## config.mk

```make
export PLATFORM = sky130hd
export DESIGN_NAME = pcp_clock_ctrl
export DESIGN_NICKNAME = d
export VERILOG_FILES = /design/src/design/pcp_pkg.sv /design/src/design/pcp_clock_ctrl.sv
export VERILOG_INCLUDE_DIRS = /design/src /design/src/design
export SDC_FILE = /design/constraint.sdc
export NUM_CORES = 1
export LEC_CHECK = 0
export ABC_AREA = 0
export BUFFER_PORTS_ARGS = -buffer_cell sky130_fd_sc_hd__buf_2
export CAP_MARGIN = 20
export CORE_AREA = 2 2 155 157
export DETAILED_ROUTE_END_ITERATION = 6
export DIE_AREA = 0 0 157 159
export GPL_TIMING_DRIVEN = 0
export PLACE_DENSITY = 0.81
export SLEW_MARGIN = 20
export SYNTH_ARGS = -nofsm -noshare
export SYNTH_HDL_FRONTEND = slang
export SYNTH_SLANG_ARGS = --single-unit
```

## constraint.sdc

```tcl
create_clock -name aclk -period 4.1 [get_ports aclk]
set_input_delay 0.615 -clock aclk [delete_from_list [all_inputs] [get_ports aclk]]
set_output_delay 0.615 -clock aclk [all_outputs]
set_load 0.01 [all_outputs]
```

## src/design/pcp_params.svh

```systemverilog
`ifndef PCP_PARAMS_SVH
`define PCP_PARAMS_SVH

// Register byte offsets on the AXI4-Lite slave.
`define PCP_OFF_STATUS   12'h014
`define PCP_OFF_UNLOCK   12'h018
`define PCP_OFF_LOOP     12'h024
`define PCP_OFF_FP_CTRL  12'h030
`define PCP_OFF_FP_MUL   12'h034
`define PCP_OFF_FP_DIV   12'h038
`define PCP_OFF_GCLK     12'h074
`define PCP_OFF_VERSION  12'h3cc
`define PCP_GCLK_STRIDE  12'h004

// Key byte that opens the loop control register for one write.
`define PCP_UNLOCK_KEY   8'haa

// AXI response codes.
`define PCP_RESP_OKAY    2'h0
`define PCP_RESP_SLVERR  2'h2

// Identification values; both are arbitrary.
`define PCP_VERSION_NUM  12'h100
`define PCP_VARIANT_NUM  4'h0

// Positions of the lock oscillator and loop output in the sampled inputs.
`define PCP_IN_SYSTEM_RC_OSCILLATOR     4
`define PCP_IN_VCO       5

// Reset values; the loop control word starts with the loop off.
`define PCP_LOOP_RESET   32'h0000_0000
`define PCP_FP_MUL_RESET 16'h0001
`define PCP_FP_DIV_RESET 16'h0001

`endif

```

## src/design/pcp_pkg.sv

```systemverilog
package pcp_pkg;

  // Loop control word; pad fields keep reserved bits at zero.
  typedef struct packed {
    logic [1:0] pad3;
    logic [5:0] count;
    logic [3:0] pad2;
    logic [3:0] mul;
    logic [3:0] pad1;
    logic [3:0] div;
    logic [1:0] pad0;
    logic [2:0] opt;
    logic [1:0] osc;
    logic       en;
  } pcp_loop_t;

  // Generic clock control word.
  typedef struct packed {
    logic [7:0]  pad1;
    logic [7:0]  div;
    logic [11:0] pad0;
    logic [1:0]  src;
    logic        div_en;
    logic        en;
  } pcp_gclk_t;

  // Fractional prescaler control word.
  typedef struct packed {
    logic [28:0] pad0;
    logic [1:0]  sel;
    logic        en;
  } pcp_fp_t;

  // Status word.
  typedef struct packed {
    logic [28:0] pad0;
    logic        unlocked;
    logic        power;
    logic        lock;
  } pcp_status_t;

  // Version word.
  typedef struct packed {
    logic [11:0] pad1;
    logic [3:0]  variant;
    logic [3:0]  pad0;
    logic [11:0] version;
  } pcp_version_t;

  typedef enum logic [2:0] {
    PCP_OFF    = 3'b001,
    PCP_WAIT   = 3'b010,
    PCP_LOCKED = 3'b100
  } pcp_lock_state_t;

  // Merges a written word into an old one under the byte strobes.
  function automatic logic [31:0] pcp_merge(input logic [31:0] old_w,
                                            input logic [31:0] new_w,
                                            input logic [3:0]  strb);
    logic [31:0] res;
    res = old_w;
    for (int b = 0; b < 4; b++) begin
      if (strb[b]) begin
        res[b*8 +: 8] = new_w[b*8 +: 8];
      end
    end
    return res;
  endfunction : pcp_merge

endpackage : pcp_pkg

```

## src/design/pcp_clock_ctrl.sv

```systemverilog
// Function
// - Loop stays off after reset until enabled.
// - Power-on or reconfiguration makes loop unlocked.
// - Loop clock output masked while not locked.
// - Loop control writes need prior unlock sequence.
// - Prescaler output is source times mult over 2div.
// - Source select fixed while running; ratios change live.
// - Half periods whole source periods, differ by at most one.
// - Non-integer ratio yields jitter from unequal halves.
// - Generic clock: selectable source, even divide up to 512.
// - Generic clocks enable individually, stop during sleep.
// - Lock flag after programmed RC cycles from restart.
// - Loop ratio (mul+1)/div, or 2(mul+1) for zero.
// - Option bit zero selects oscillator range.
// - Option bit one halves loop output.
// - Option bit two inverted wide-bandwidth control.
// - Oscillator select picks loop reference source.
// - Version register read-only, version and variant.
`include "pcp_params.svh"

module pcp_clock_ctrl
  import pcp_pkg::*;
#(
  parameter int NUM_GCLK = 4,
  parameter int FP_W     = 16
) (
  input  wire logic                aclk,
  input  wire logic                aresetn,
  input  wire logic [11:0]         awaddr,
  input  wire logic                awvalid,
  output logic                     awready,
  input  wire logic [31:0]         wdata,
  input  wire logic [3:0]          wstrb,
  input  wire logic                wvalid,
  output logic                     wready,
  output logic [1:0]               bresp,
  output logic                     bvalid,
  input  wire logic                bready,
  input  wire logic [11:0]         araddr,
  input  wire logic                arvalid,
  output logic                     arready,
  output logic [31:0]              rdata,
  output logic [1:0]               rresp,
  output logic                     rvalid,
  input  wire logic                rready,
  input  wire logic [3:0]          src_clk,
  input  wire logic                system_rc_oscillator_clk,
  input  wire logic                loop_vco_clk,
  input  wire logic                sleep_active,
  input  wire logic                periph_clk_stop,
  output logic                     loop_power_on,
  output logic [1:0]               loop_ref_select,
  output logic                     loop_range_high,
  output logic                     loop_wideband_en,
  output logic [5:0]               loop_ratio_num,
  output logic [3:0]               loop_ratio_den,
  output logic                     loop_clk_out,
  output logic                     lock_status_flag,
  output logic                     frac_prescaled_clock_out,
  output wire logic [NUM_GCLK-1:0] gclk_out
);

  localparam int NIN = 6;

  // Register address of generic clock g.
  function automatic logic [11:0] pcp_gclk_addr(input int g);
    return `PCP_OFF_GCLK + 12'(g) * `PCP_GCLK_STRIDE;
  endfunction : pcp_gclk_addr

  // True for every address the slave decodes.
  function automatic logic pcp_known(input logic [11:0] a);
    logic hit;
    hit = (a == `PCP_OFF_STATUS) || (a == `PCP_OFF_UNLOCK) ||
          (a == `PCP_OFF_LOOP) || (a == `PCP_OFF_FP_CTRL) ||
          (a == `PCP_OFF_FP_MUL) || (a == `PCP_OFF_FP_DIV) ||
          (a == `PCP_OFF_VERSION);
    for (int g = 0; g < NUM_GCLK; g++) begin
      if (a == pcp_gclk_addr(g)) begin
        hit = 1'b1;
      end
    end
    return hit;
  endfunction : pcp_known

  // Every clock arriving from outside passes two flops; a third one
  // gives the edge detectors a clean delayed copy. Sampling at aclk
  // means the sources must run well below half the aclk rate.
  logic [NIN-1:0] in_raw;
  logic [NIN-1:0] in_s1;
  logic [NIN-1:0] in_s2;
  logic [NIN-1:0] in_s3;
  logic [NIN-1:0] in_rise;
  assign in_raw  = {loop_vco_clk, system_rc_oscillator_clk, src_clk};
  assign in_rise = in_s2 & ~in_s3;

  always_ff @(posedge aclk) begin
    if (!aresetn) begin
      in_s1 <= '0;
      in_s2 <= '0;
      in_s3 <= '0;
    end else begin
      in_s1 <= in_raw;
      in_s2 <= in_s1;
      in_s3 <= in_s2;
    end
  end

  // Bus slave state. An address or data beat is held while its ready
  // is low and no response is pending.
  logic [11:0] wr_addr;
  logic [31:0] wr_data;
  logic [3:0]  wr_strb;
  logic        aw_full;
  logic        w_full;
  logic        do_write;
  logic        unlocked;
  logic        loop_wr_hit;
  logic        loop_wr_ok;
  logic        unlock_ok;
  logic [31:0] wr_merged;
  assign aw_full     = !awready && !bvalid;
  assign w_full      = !wready && !bvalid;
  assign do_write    = aw_full && w_full;
  assign loop_wr_hit = do_write && (wr_addr == `PCP_OFF_LOOP);
  assign loop_wr_ok  = loop_wr_hit && unlocked;
  assign unlock_ok   = do_write && (wr_addr == `PCP_OFF_UNLOCK) &&
                       (wr_data[31:24] == `PCP_UNLOCK_KEY) &&
                       (wr_data[11:0] == `PCP_OFF_LOOP);

  // Write channels are taken in either order; the response follows both.
  always_ff @(posedge aclk) begin
    if (!aresetn) begin
      awready <= 1'b1;
      wready  <= 1'b1;
      bvalid  <= 1'b0;
      bresp   <= `PCP_RESP_OKAY;
      wr_addr <= '0;
      wr_data <= '0;
      wr_strb <= '0;
    end else begin
      if (awvalid && awready) begin
        awready <= 1'b0;
        wr_addr <= awaddr;
      end
      if (wvalid && wready) begin
        wready  <= 1'b0;
        wr_data <= wdata;
        wr_strb <= wstrb;
      end
      if (do_write) begin
        bvalid <= 1'b1;
        bresp  <= (!pcp_known(wr_addr) || (loop_wr_hit && !unlocked)) ?
                  `PCP_RESP_SLVERR : `PCP_RESP_OKAY;
      end
      if (bvalid && bready) begin
        bvalid  <= 1'b0;
        awready <= 1'b1;
        wready  <= 1'b1;
      end
    end
  end

  // The key opens exactly one following write; any other write closes it,
  // so a runaway store cannot reach the loop configuration.
  always_ff @(posedge aclk) begin
    if (!aresetn) begin
      unlocked <= 1'b0;
    end else if (do_write) begin
      unlocked <= unlock_ok;
    end
  end

  // Loop control register and restart request.
  pcp_loop_t loop_q;
  pcp_loop_t loop_wr;
  logic      restart_q;
  logic      sleep_d;
  logic      sleep_fall;
  logic      loop_active;
  assign wr_merged   = pcp_merge(loop_q, wr_data, wr_strb);
  assign loop_wr     = pcp_loop_t'(wr_merged);
  assign sleep_fall  = sleep_d && !sleep_active;
  assign loop_active = loop_q.en && !sleep_active;

  always_ff @(posedge aclk) begin
    if (!aresetn) begin
      loop_q    <= pcp_loop_t'(`PCP_LOOP_RESET);
      restart_q <= 1'b0;
      sleep_d   <= 1'b0;
    end else begin
      if (loop_wr_ok) begin
        loop_q <= '{count: loop_wr.count, mul: loop_wr.mul,
                    div: loop_wr.div, opt: loop_wr.opt,
                    osc: loop_wr.osc, en: loop_wr.en, default: '0};
      end
      restart_q <= loop_wr_ok || sleep_fall;
      sleep_d   <= sleep_active;
    end
  end

  // Lock sequencer counting rising edges of the system RC oscillator.
  // The restart request one cycle after a configuration write wins over a lock completing in its cycle,
  // since the loop must relock after any change.
  pcp_lock_state_t lock_state;
  pcp_lock_state_t next_lock_state;
  logic [5:0]      lock_cnt;
  logic [5:0]      next_lock_cnt;
  logic            rc_rise;
  assign rc_rise = in_rise[`PCP_IN_SYSTEM_RC_OSCILLATOR];

  always_comb begin
    next_lock_state = lock_state;
    next_lock_cnt   = lock_cnt;
    if (!loop_active) begin
      next_lock_state = PCP_OFF;
      next_lock_cnt   = '0;
    end else if (restart_q) begin
      next_lock_state = PCP_WAIT;
      next_lock_cnt   = '0;
    end else begin
      case (lock_state)
        PCP_OFF: begin
          next_lock_state = PCP_WAIT;
        end
        PCP_WAIT: begin
          if (lock_cnt == loop_q.count) begin
            next_lock_state = PCP_LOCKED;
          end else if (rc_rise) begin
            next_lock_cnt = lock_cnt + 6'h01;
          end
        end
        PCP_LOCKED: begin
          next_lock_state = PCP_LOCKED;
        end
        default: begin
          next_lock_state = PCP_OFF;
        end
      endcase
    end
  end

  always_ff @(posedge aclk) begin
    if (!aresetn) begin
      lock_state <= PCP_OFF;
      lock_cnt   <= '0;
    end else begin
      lock_state <= next_lock_state;
      lock_cnt   <= next_lock_cnt;
    end
  end

  // Loop controls toward the analog loop. Software must set the ratio
  // and options before the enable and keep the multiplier above one.
  logic vco_half;
  logic vco_sel;
  logic lock_next;
  assign vco_sel   = loop_q.opt[1] ? vco_half : in_s2[`PCP_IN_VCO];
  assign lock_next = (next_lock_state == PCP_LOCKED);

  always_ff @(posedge aclk) begin
    if (!aresetn) begin
      loop_power_on    <= 1'b0;
      loop_ref_select  <= '0;
      loop_range_high  <= 1'b0;
      loop_wideband_en <= 1'b1;
      loop_ratio_num   <= 6'h02;
      loop_ratio_den   <= 4'h1;
      vco_half         <= 1'b0;
      loop_clk_out     <= 1'b0;
      lock_status_flag <= 1'b0;
    end else begin
      loop_power_on    <= loop_active;
      loop_ref_select  <= loop_q.osc;
      loop_range_high  <= loop_q.opt[0];
      loop_wideband_en <= !loop_q.opt[2];
      loop_ratio_num   <= (loop_q.div == 4'h0) ?
                          {2'(({1'b0, loop_q.mul} + 5'h01) >> 4),
                           loop_q.mul + 4'h1} << 1 :
                          6'({1'b0, loop_q.mul} + 5'h01);
      loop_ratio_den   <= (loop_q.div == 4'h0) ? 4'h1 : loop_q.div;
      vco_half         <= in_rise[`PCP_IN_VCO] ? !vco_half : vco_half;
      loop_clk_out     <= lock_next && vco_sel;
      lock_status_flag <= lock_next;
    end
  end

  // Fractional prescaler: a phase accumulator adds the multiplier on each
  // source edge and toggles the output when it passes the divider, so
  // each half period is a whole number of source periods and the two
  // halves differ by at most one; ratios that are not integers jitter.
  pcp_fp_t         fp_q;
  pcp_fp_t         fp_wr;
  logic [FP_W-1:0] fp_mul;
  logic [FP_W-1:0] fp_div;
  logic [FP_W-1:0] fp_acc;
  logic [FP_W:0]   fp_sum;
  logic            fp_wrap;
  logic            fp_rise;
  assign fp_wr   = pcp_fp_t'(pcp_merge(fp_q, wr_data, wr_strb));
  assign fp_rise = in_rise[fp_q.sel];
  assign fp_sum  = {1'b0, fp_acc} + {1'b0, fp_mul};
  assign fp_wrap = fp_sum >= {1'b0, fp_div};

  always_ff @(posedge aclk) begin
    if (!aresetn) begin
      fp_q   <= '0;
      fp_mul <= `PCP_FP_MUL_RESET;
      fp_div <= `PCP_FP_DIV_RESET;
    end else if (do_write) begin
      if (wr_addr == `PCP_OFF_FP_CTRL) begin
        fp_q.en <= fp_wr.en;
        if (!fp_q.en) begin
          fp_q.sel <= fp_wr.sel;
        end
      end
      if (wr_addr == `PCP_OFF_FP_MUL) begin
        fp_mul <= FP_W'(pcp_merge(32'(fp_mul), wr_data, wr_strb));
      end
      if (wr_addr == `PCP_OFF_FP_DIV) begin
        fp_div <= FP_W'(pcp_merge(32'(fp_div), wr_data, wr_strb));
      end
    end
  end

  always_ff @(posedge aclk) begin
    if (!aresetn) begin
      fp_acc                   <= '0;
      frac_prescaled_clock_out <= 1'b0;
    end else if (!fp_q.en) begin
      fp_acc                   <= '0;
      frac_prescaled_clock_out <= 1'b0;
    end else if (fp_rise) begin
      fp_acc <= fp_wrap ? FP_W'(fp_sum - {1'b0, fp_div}) : fp_sum[FP_W-1:0];
      if (fp_wrap) begin
        frac_prescaled_clock_out <= !frac_prescaled_clock_out;
      end
    end
  end

  // Generic clocks. Each toggles after div+1 source edges, giving any even
  // ratio from 2 to 512; with the divider off it copies the source level.
  logic [31:0] gclk_word [NUM_GCLK];

  for (genvar g = 0; g < NUM_GCLK; g++) begin : g_gclk
    pcp_gclk_t  cfg;
    pcp_gclk_t  cfg_wr;
    logic [7:0] cnt;
    logic       out;
    logic       run;
    logic       rise;
    logic       wrap;
    assign cfg_wr       = pcp_gclk_t'(pcp_merge(cfg, wr_data, wr_strb));
    assign run          = cfg.en && !periph_clk_stop;
    assign rise         = in_rise[cfg.src];
    assign wrap         = (cnt == cfg.div);
    assign gclk_word[g] = cfg;
    assign gclk_out[g]  = out;

    always_ff @(posedge aclk) begin
      if (!aresetn) begin
        cfg <= '0;
      end else if (do_write && wr_addr == pcp_gclk_addr(g)) begin
        cfg <= '{div: cfg_wr.div, src: cfg_wr.src, div_en: cfg_wr.div_en,
                 en: cfg_wr.en, default: '0};
      end
    end

    always_ff @(posedge aclk) begin
      if (!aresetn || !run) begin
        cnt <= '0;
        out <= 1'b0;
      end else if (!cfg.div_en) begin
        out <= in_s2[cfg.src];
      end else if (rise) begin
        cnt <= wrap ? 8'h00 : cnt + 8'h01;
        out <= wrap ? !out : out;
      end
    end

  end

  // Read path: one cycle from address to data.
  pcp_status_t  status_word;
  pcp_version_t version_word;
  logic [31:0]  rd_word;
  assign status_word  = '{lock: lock_status_flag, power: loop_power_on,
                          unlocked: unlocked, default: '0};
  assign version_word = '{version: `PCP_VERSION_NUM,
                          variant: `PCP_VARIANT_NUM, default: '0};

  always_comb begin
    rd_word = '0;
    case (araddr)
      `PCP_OFF_STATUS:  rd_word = status_word;
      `PCP_OFF_LOOP:    rd_word = loop_q;
      `PCP_OFF_FP_CTRL: rd_word = fp_q;
      `PCP_OFF_FP_MUL:  rd_word = 32'(fp_mul);
      `PCP_OFF_FP_DIV:  rd_word = 32'(fp_div);
      `PCP_OFF_VERSION: rd_word = version_word;
      default: begin
        for (int g = 0; g < NUM_GCLK; g++) begin
          if (araddr == pcp_gclk_addr(g)) begin
            rd_word = gclk_word[g];
          end
        end
      end
    endcase
  end

  always_ff @(posedge aclk) begin
    if (!aresetn) begin
      arready <= 1'b1;
      rvalid  <= 1'b0;
      rdata   <= '0;
      rresp   <= `PCP_RESP_OKAY;
    end else if (arvalid && arready) begin
      arready <= 1'b0;
      rvalid  <= 1'b1;
      rdata   <= rd_word;
      rresp   <= pcp_known(araddr) ? `PCP_RESP_OKAY : `PCP_RESP_SLVERR;
    end else if (rvalid && rready) begin
      rvalid  <= 1'b0;
      arready <= 1'b1;
    end
  end
endmodule : pcp_clock_ctrl

```

==> results by stage <==
Run status:
- The flow ran to the end, but the final reports show violations.
- The final reports fail on DRC.

Placement:
- The congestion estimate from routability-driven global placement came to 0.951.
- During placement, the flow inserted port buffers numbering 130.
- The detailed-placement wirelength estimate is 29800 um.
- After detailed placement, the design holds a cell count of 2011.
- The area after detailed placement is 0.0147 sq mm.

Routing:
- The wire length reported by the detailed router is 39900 um.
- Using the TritonRoute via totals, the vias-per-cell ratio works out to 5.96.
- The final route contains 12300 vias.
- The initial DRC count is 1297.
- In the routed design, unresolved DRC markers number 5.
- In this run the remaining antenna-violating nets after routing total 0.
- The first TritonRoute pass finished after 7 iterations.
- Dividing the detail-routed wire length by the instance count gives 19.3 um.

Critical path:
- The largest individual stage delay along the critical path comes from the cell sky130_fd_sc_hd__ha_1.
- The required time at the endpoint of the critical path is 4.50 ns.
- The worst register-to-register path begins at fp_mul[2].
- The most critical setup path has its startpoint at fp_mul[2].
- Of all nets on the critical path, the largest fanout is 10.
- Data on the critical path arrives at its endpoint at 4.37 ns.
- The setup path with the least slack is of type reg -> reg.
- The largest single stage delay on the critical path is 0.39 ns.
- Walking the worst path, the cells encountered are ha_1, o21ai_0, o21ai_1, a31o_4, nand2_2, o21ai_2, a21oi_2, xnor2_1, ha_2, nand4_1, nor3_2, a211o_1, a21oi_2, o21ai_4, or2_1, buf_6, buf_8, mux2i_1, a21oi_1.
- The cell seen most often among critical-path stages is sky130_fd_sc_hd__a21oi_2.
- The startpoint type of the worst setup path is a flip-flop.
- The worst setup path is captured at a flip-flop.

Synthesis:
- In the synthesized netlist, mux cells make up 8.86% of the area.
- The synthesized design devotes to its leading area cell type 42.6% of total area.
- The compound-gate portion of the synthesized area is 15.1%.
- The synthesized design contains 0 enable-type register cells.
- Summing the areas of all fa, ha and maj instances in the mapped netlist gives 3.79% of the synthesized area.
- The dominant cell type by area after synthesis is sky130_fd_sc_hd__dfxtp_1.
- Ranked by total cell area, the synthesized netlist is headed by sky130_fd_sc_hd__dfxtp_1, sky130_fd_sc_hd__mux2i_1, sky130_fd_sc_hd__nand2_1.
- For this run, the leading register cell type out of synthesis is sky130_fd_sc_hd__dfxtp_1.
- Synthesis produced a netlist whose cell count is 1559.
- The async set or reset register ratio after synthesis is 0%.
- The largest family of logic cells by synthesized area is simple AND/OR/NAND/NOR gates.
- The number of warning messages in the yosys log is 0.
- The mean cell area of the mapped netlist is 8.72 sq um.
- After Yosys synthesis, and, or, nand and nor cells account for 19.7% of the synthesized area.
- For this run, the register share of the synthesized area comes to 42.6%.
- After Yosys synthesis, XOR and XNOR cells account for 6.18% of the synthesized area.
- Counting flops and latches in the post-synthesis netlist gives 289.
- The number of distinct library cell variants in the gate-level netlist after synthesis is 82.
- The post-synthesis instance area is 0.0136 sq mm.

Worst hold path:
- The beginning of the worst hold path is src_clk[0].
- The path category of the worst min-delay check is in -> reg.

Timing:
- Based on the critical path, the design can be clocked at up to 252 MHz.
- The final clock period utilization by the worst path is 96.8%.
- The shortest period the worst path allows is 3.97 ns.
- The number of hold-slack violations in the final timing report is 0.
- For the pin with the worst max-slew slack, the measured transition is 1.08 ns.
- The number of max-slew violations in the final report is 0.
- The clock skew after layout is 0.0172 ns.
- The normalized max-slew margin is 27.7%.
- Setup violations remaining at the end of the flow were counted as 0.

Clocking:
- Hold repair after CTS inserted 0 buffers.
- The H-tree depth is 1.
- The clock network latency to the later pin of the worst-skew pair is 0.55 ns.
- The clock tree root buffer cell is sky130_fd_sc_hd__clkbuf_16.
- After clock tree synthesis, the clock-pin slew on the worst setup and hold paths is 0.07 ns.
- The number of sinks driven by the clock tree is 289.
- TritonCTS built the clock tree.
- The number of buffers inserted during clock tree synthesis is 29.
- The deepest clock path buffer count is 3.

Layout:
- Registers take 0.00579 sq mm.
- The net count of the finished layout is 1844.
- In the final layout, the share of cells above drive strength 1 is 15.0%.
- The signed area change from the synthesized netlist to the final layout is 16.2%.
- For this run, the number of standard cells in the final layout without fillers is 2069.
- Fill cells in the final layout number 1830.
- The area used by multi-input combinational logic is 0.00742 sq mm.
- For this run, the share of the core covered by cells in the final layout is 68.1%.
- The repair_antennas step left the layout with diodes totalling 0.
- After routing the design area is 0.0158 sq mm.

Floorplanning:
- The total I/O pin count is 138.
- In this run the core area contains 56 standard-cell rows.
- In this run the horizontal extent of the chip is 157 um.
- The area enclosed by the die boundary is 0.0250 sq mm.
- The floorplan step set the die height to 159 um.
- The initial utilization of the core area, before any placement, comes to 58.6%.
- The core region area is 0.0232 sq mm.

Power:
- The overall power consumption is 6.03 mW.
- The leakage power of the design is 6.36 nW.
- Across the VDD grid, the largest voltage drop is 302 uV.
- The ratio of total power to cell area is 382 mW/mm^2.

Global routing:
- The total track usage is 31.1%.
- The number of global-route vias before repair is 11500.
- The pin count of the biggest net entering global routing is 15.
- The first global-routing pass estimated 61800 um of wire.
- The total overflow reported by the global router is 0.
- The initial antenna violation count came to 0.

Job:
- Across the run, the number of max-cap violations was 0.
worst max-delay path, delay by kind of cell (launching register included):
kind                       cells  cell delay [ns]
and+or+nand+nor                4             0.51
xor gates and xnor gates       1             0.17
buffers and inverters          2             0.28
muxes                          1             0.17
adders and majority gates      2             0.72
AOI/OAI and AO/OA              9             1.61
DFF                            1             0.35
cells in the mapped netlist, drive strengths merged, types with 7 or more instances:
cell,number
a211oi,19
a21o,8
a21oi,138
a221oi,14
a22oi,11
and2,35
and3,11
buf,22
clkbuf,64
dfxtp,289
ha,38
inv,33
mux2i,99
mux4,9
nand2,197
nand3,36
nand4,24
nor2,174
nor2b,12
nor3,24
nor4,17
o211ai,9
o21ai,79
o221ai,7
or2,7
or3,12
xnor2,36
xor2,60
state kept, by name (all words and copies together) (netlist names), 4 cells and up:
name and flops:
g_gclk.cfg 48, g_gclk.cnt 32, wr_data 32, rdata 30
loop_q 20, fp_acc 16, fp_div 16, fp_mul 16
wr_addr 12, in_s1 6, in_s2 6, in_s3 6
lock_cnt 6, loop_ratio_num 6, g_gclk.out 4, loop_ratio_den 4
wr_strb 4
layer usage:
metal | share of wire (%) | global-route usage, % | vias to the layer above
li1 | - | - | 5828
met1 | 42 | 44.6 | 5796
met2 | 43 | 47.3 | 613
met3 | 10 | 4.19 | 104
met4 | 4.1 | 12.6 | 0
met5 | 0 | 0 | -
final cells by class:
type                            count  share of cell area (%)
Multi-Input combinational cell   1154                    47.0
Sequential cell                   289                    36.6
Clock buffer                       40                    5.17
Timing Repair Buffer              136                    4.41
Tap cell                          319                    2.53
Buffer                             86                    2.42
Clock inverter                     12                    1.06
Inverter                           33                   0.784
per-stage QoR:
stage / hold WS [ns] / setup TNS [ns] / setup slack, ns
after floorplan: 0.370 / 0 / 0.287
after global placement: 0.415 / -1.63 / -0.183
after detailed placement: 0.422 / -3.50 / -0.332
after CTS: 0.262 / 0 / 0.00834
after global routing: 0.270 / -0.0101 / -0.00642
final: 0.273 / 0 / 0.131
cell families (layout without fill, tap and decap cells):
| kind of cell | count (synthesis) | count (layout) |
|---|---|---|
| AND/OR/NAND/NOR | 571 | 571 |
| AO/OA/AOI/OAI | 334 | 334 |
| flip-flops | 289 | 289 |
| buffers and inverters | 119 | 307 |
| multiplexers | 109 | 109 |
| XOR/XNOR | 96 | 96 |
| adder cells (fa/ha/maj) | 40 | 40 |
| other | 1 | 4 |
where the power goes:
part           internal, mW  switching (mW)  leakage [nW]
logic                 0.119           0.234          3.54
registers              2.87          0.0578          2.34
clock network          1.64            1.12         0.477
total                  4.62            1.41          6.36
cell usage in the layout, fill, tap and decap left out, types with 23 or more instances in the layout:
cell                        netlist  final
sky130_fd_sc_hd__dfxtp_1        289    288
sky130_fd_sc_hd__nand2_1        196    195
sky130_fd_sc_hd__nor2_1         166    164
sky130_fd_sc_hd__a21oi_1        138    136
sky130_fd_sc_hd__buf_2            6    136
sky130_fd_sc_hd__mux2i_1         99     99
sky130_fd_sc_hd__o21ai_0         74     71
sky130_fd_sc_hd__clkbuf_1        64     70
sky130_fd_sc_hd__xor2_1          60     60
sky130_fd_sc_hd__nand3_1         36     36
sky130_fd_sc_hd__xnor2_1         36     35
sky130_fd_sc_hd__and2_1          35     35
sky130_fd_sc_hd__inv_1           32     32
sky130_fd_sc_hd__ha_1            38     32
sky130_fd_sc_hd__clkbuf_16        0     29
sky130_fd_sc_hd__nand4_1         23     23
timing repair:
action	in CTS	in global routing
gates resized for setup	12	16
setup buffers	3	3
endpoints found under the setup margin	16	15
pin swaps	6	14
final timing paths:
check	to	slack (ns)	cells after the start
setup / recovery	fp_acc[9]	0.13	19
hold / removal	in_s1[0]	0.27	2
setup reg to reg	fp_acc[9]	0.13	19
hold reg to reg	in_s2[1]	0.43	1
Power figures use the tool's default switching activity.
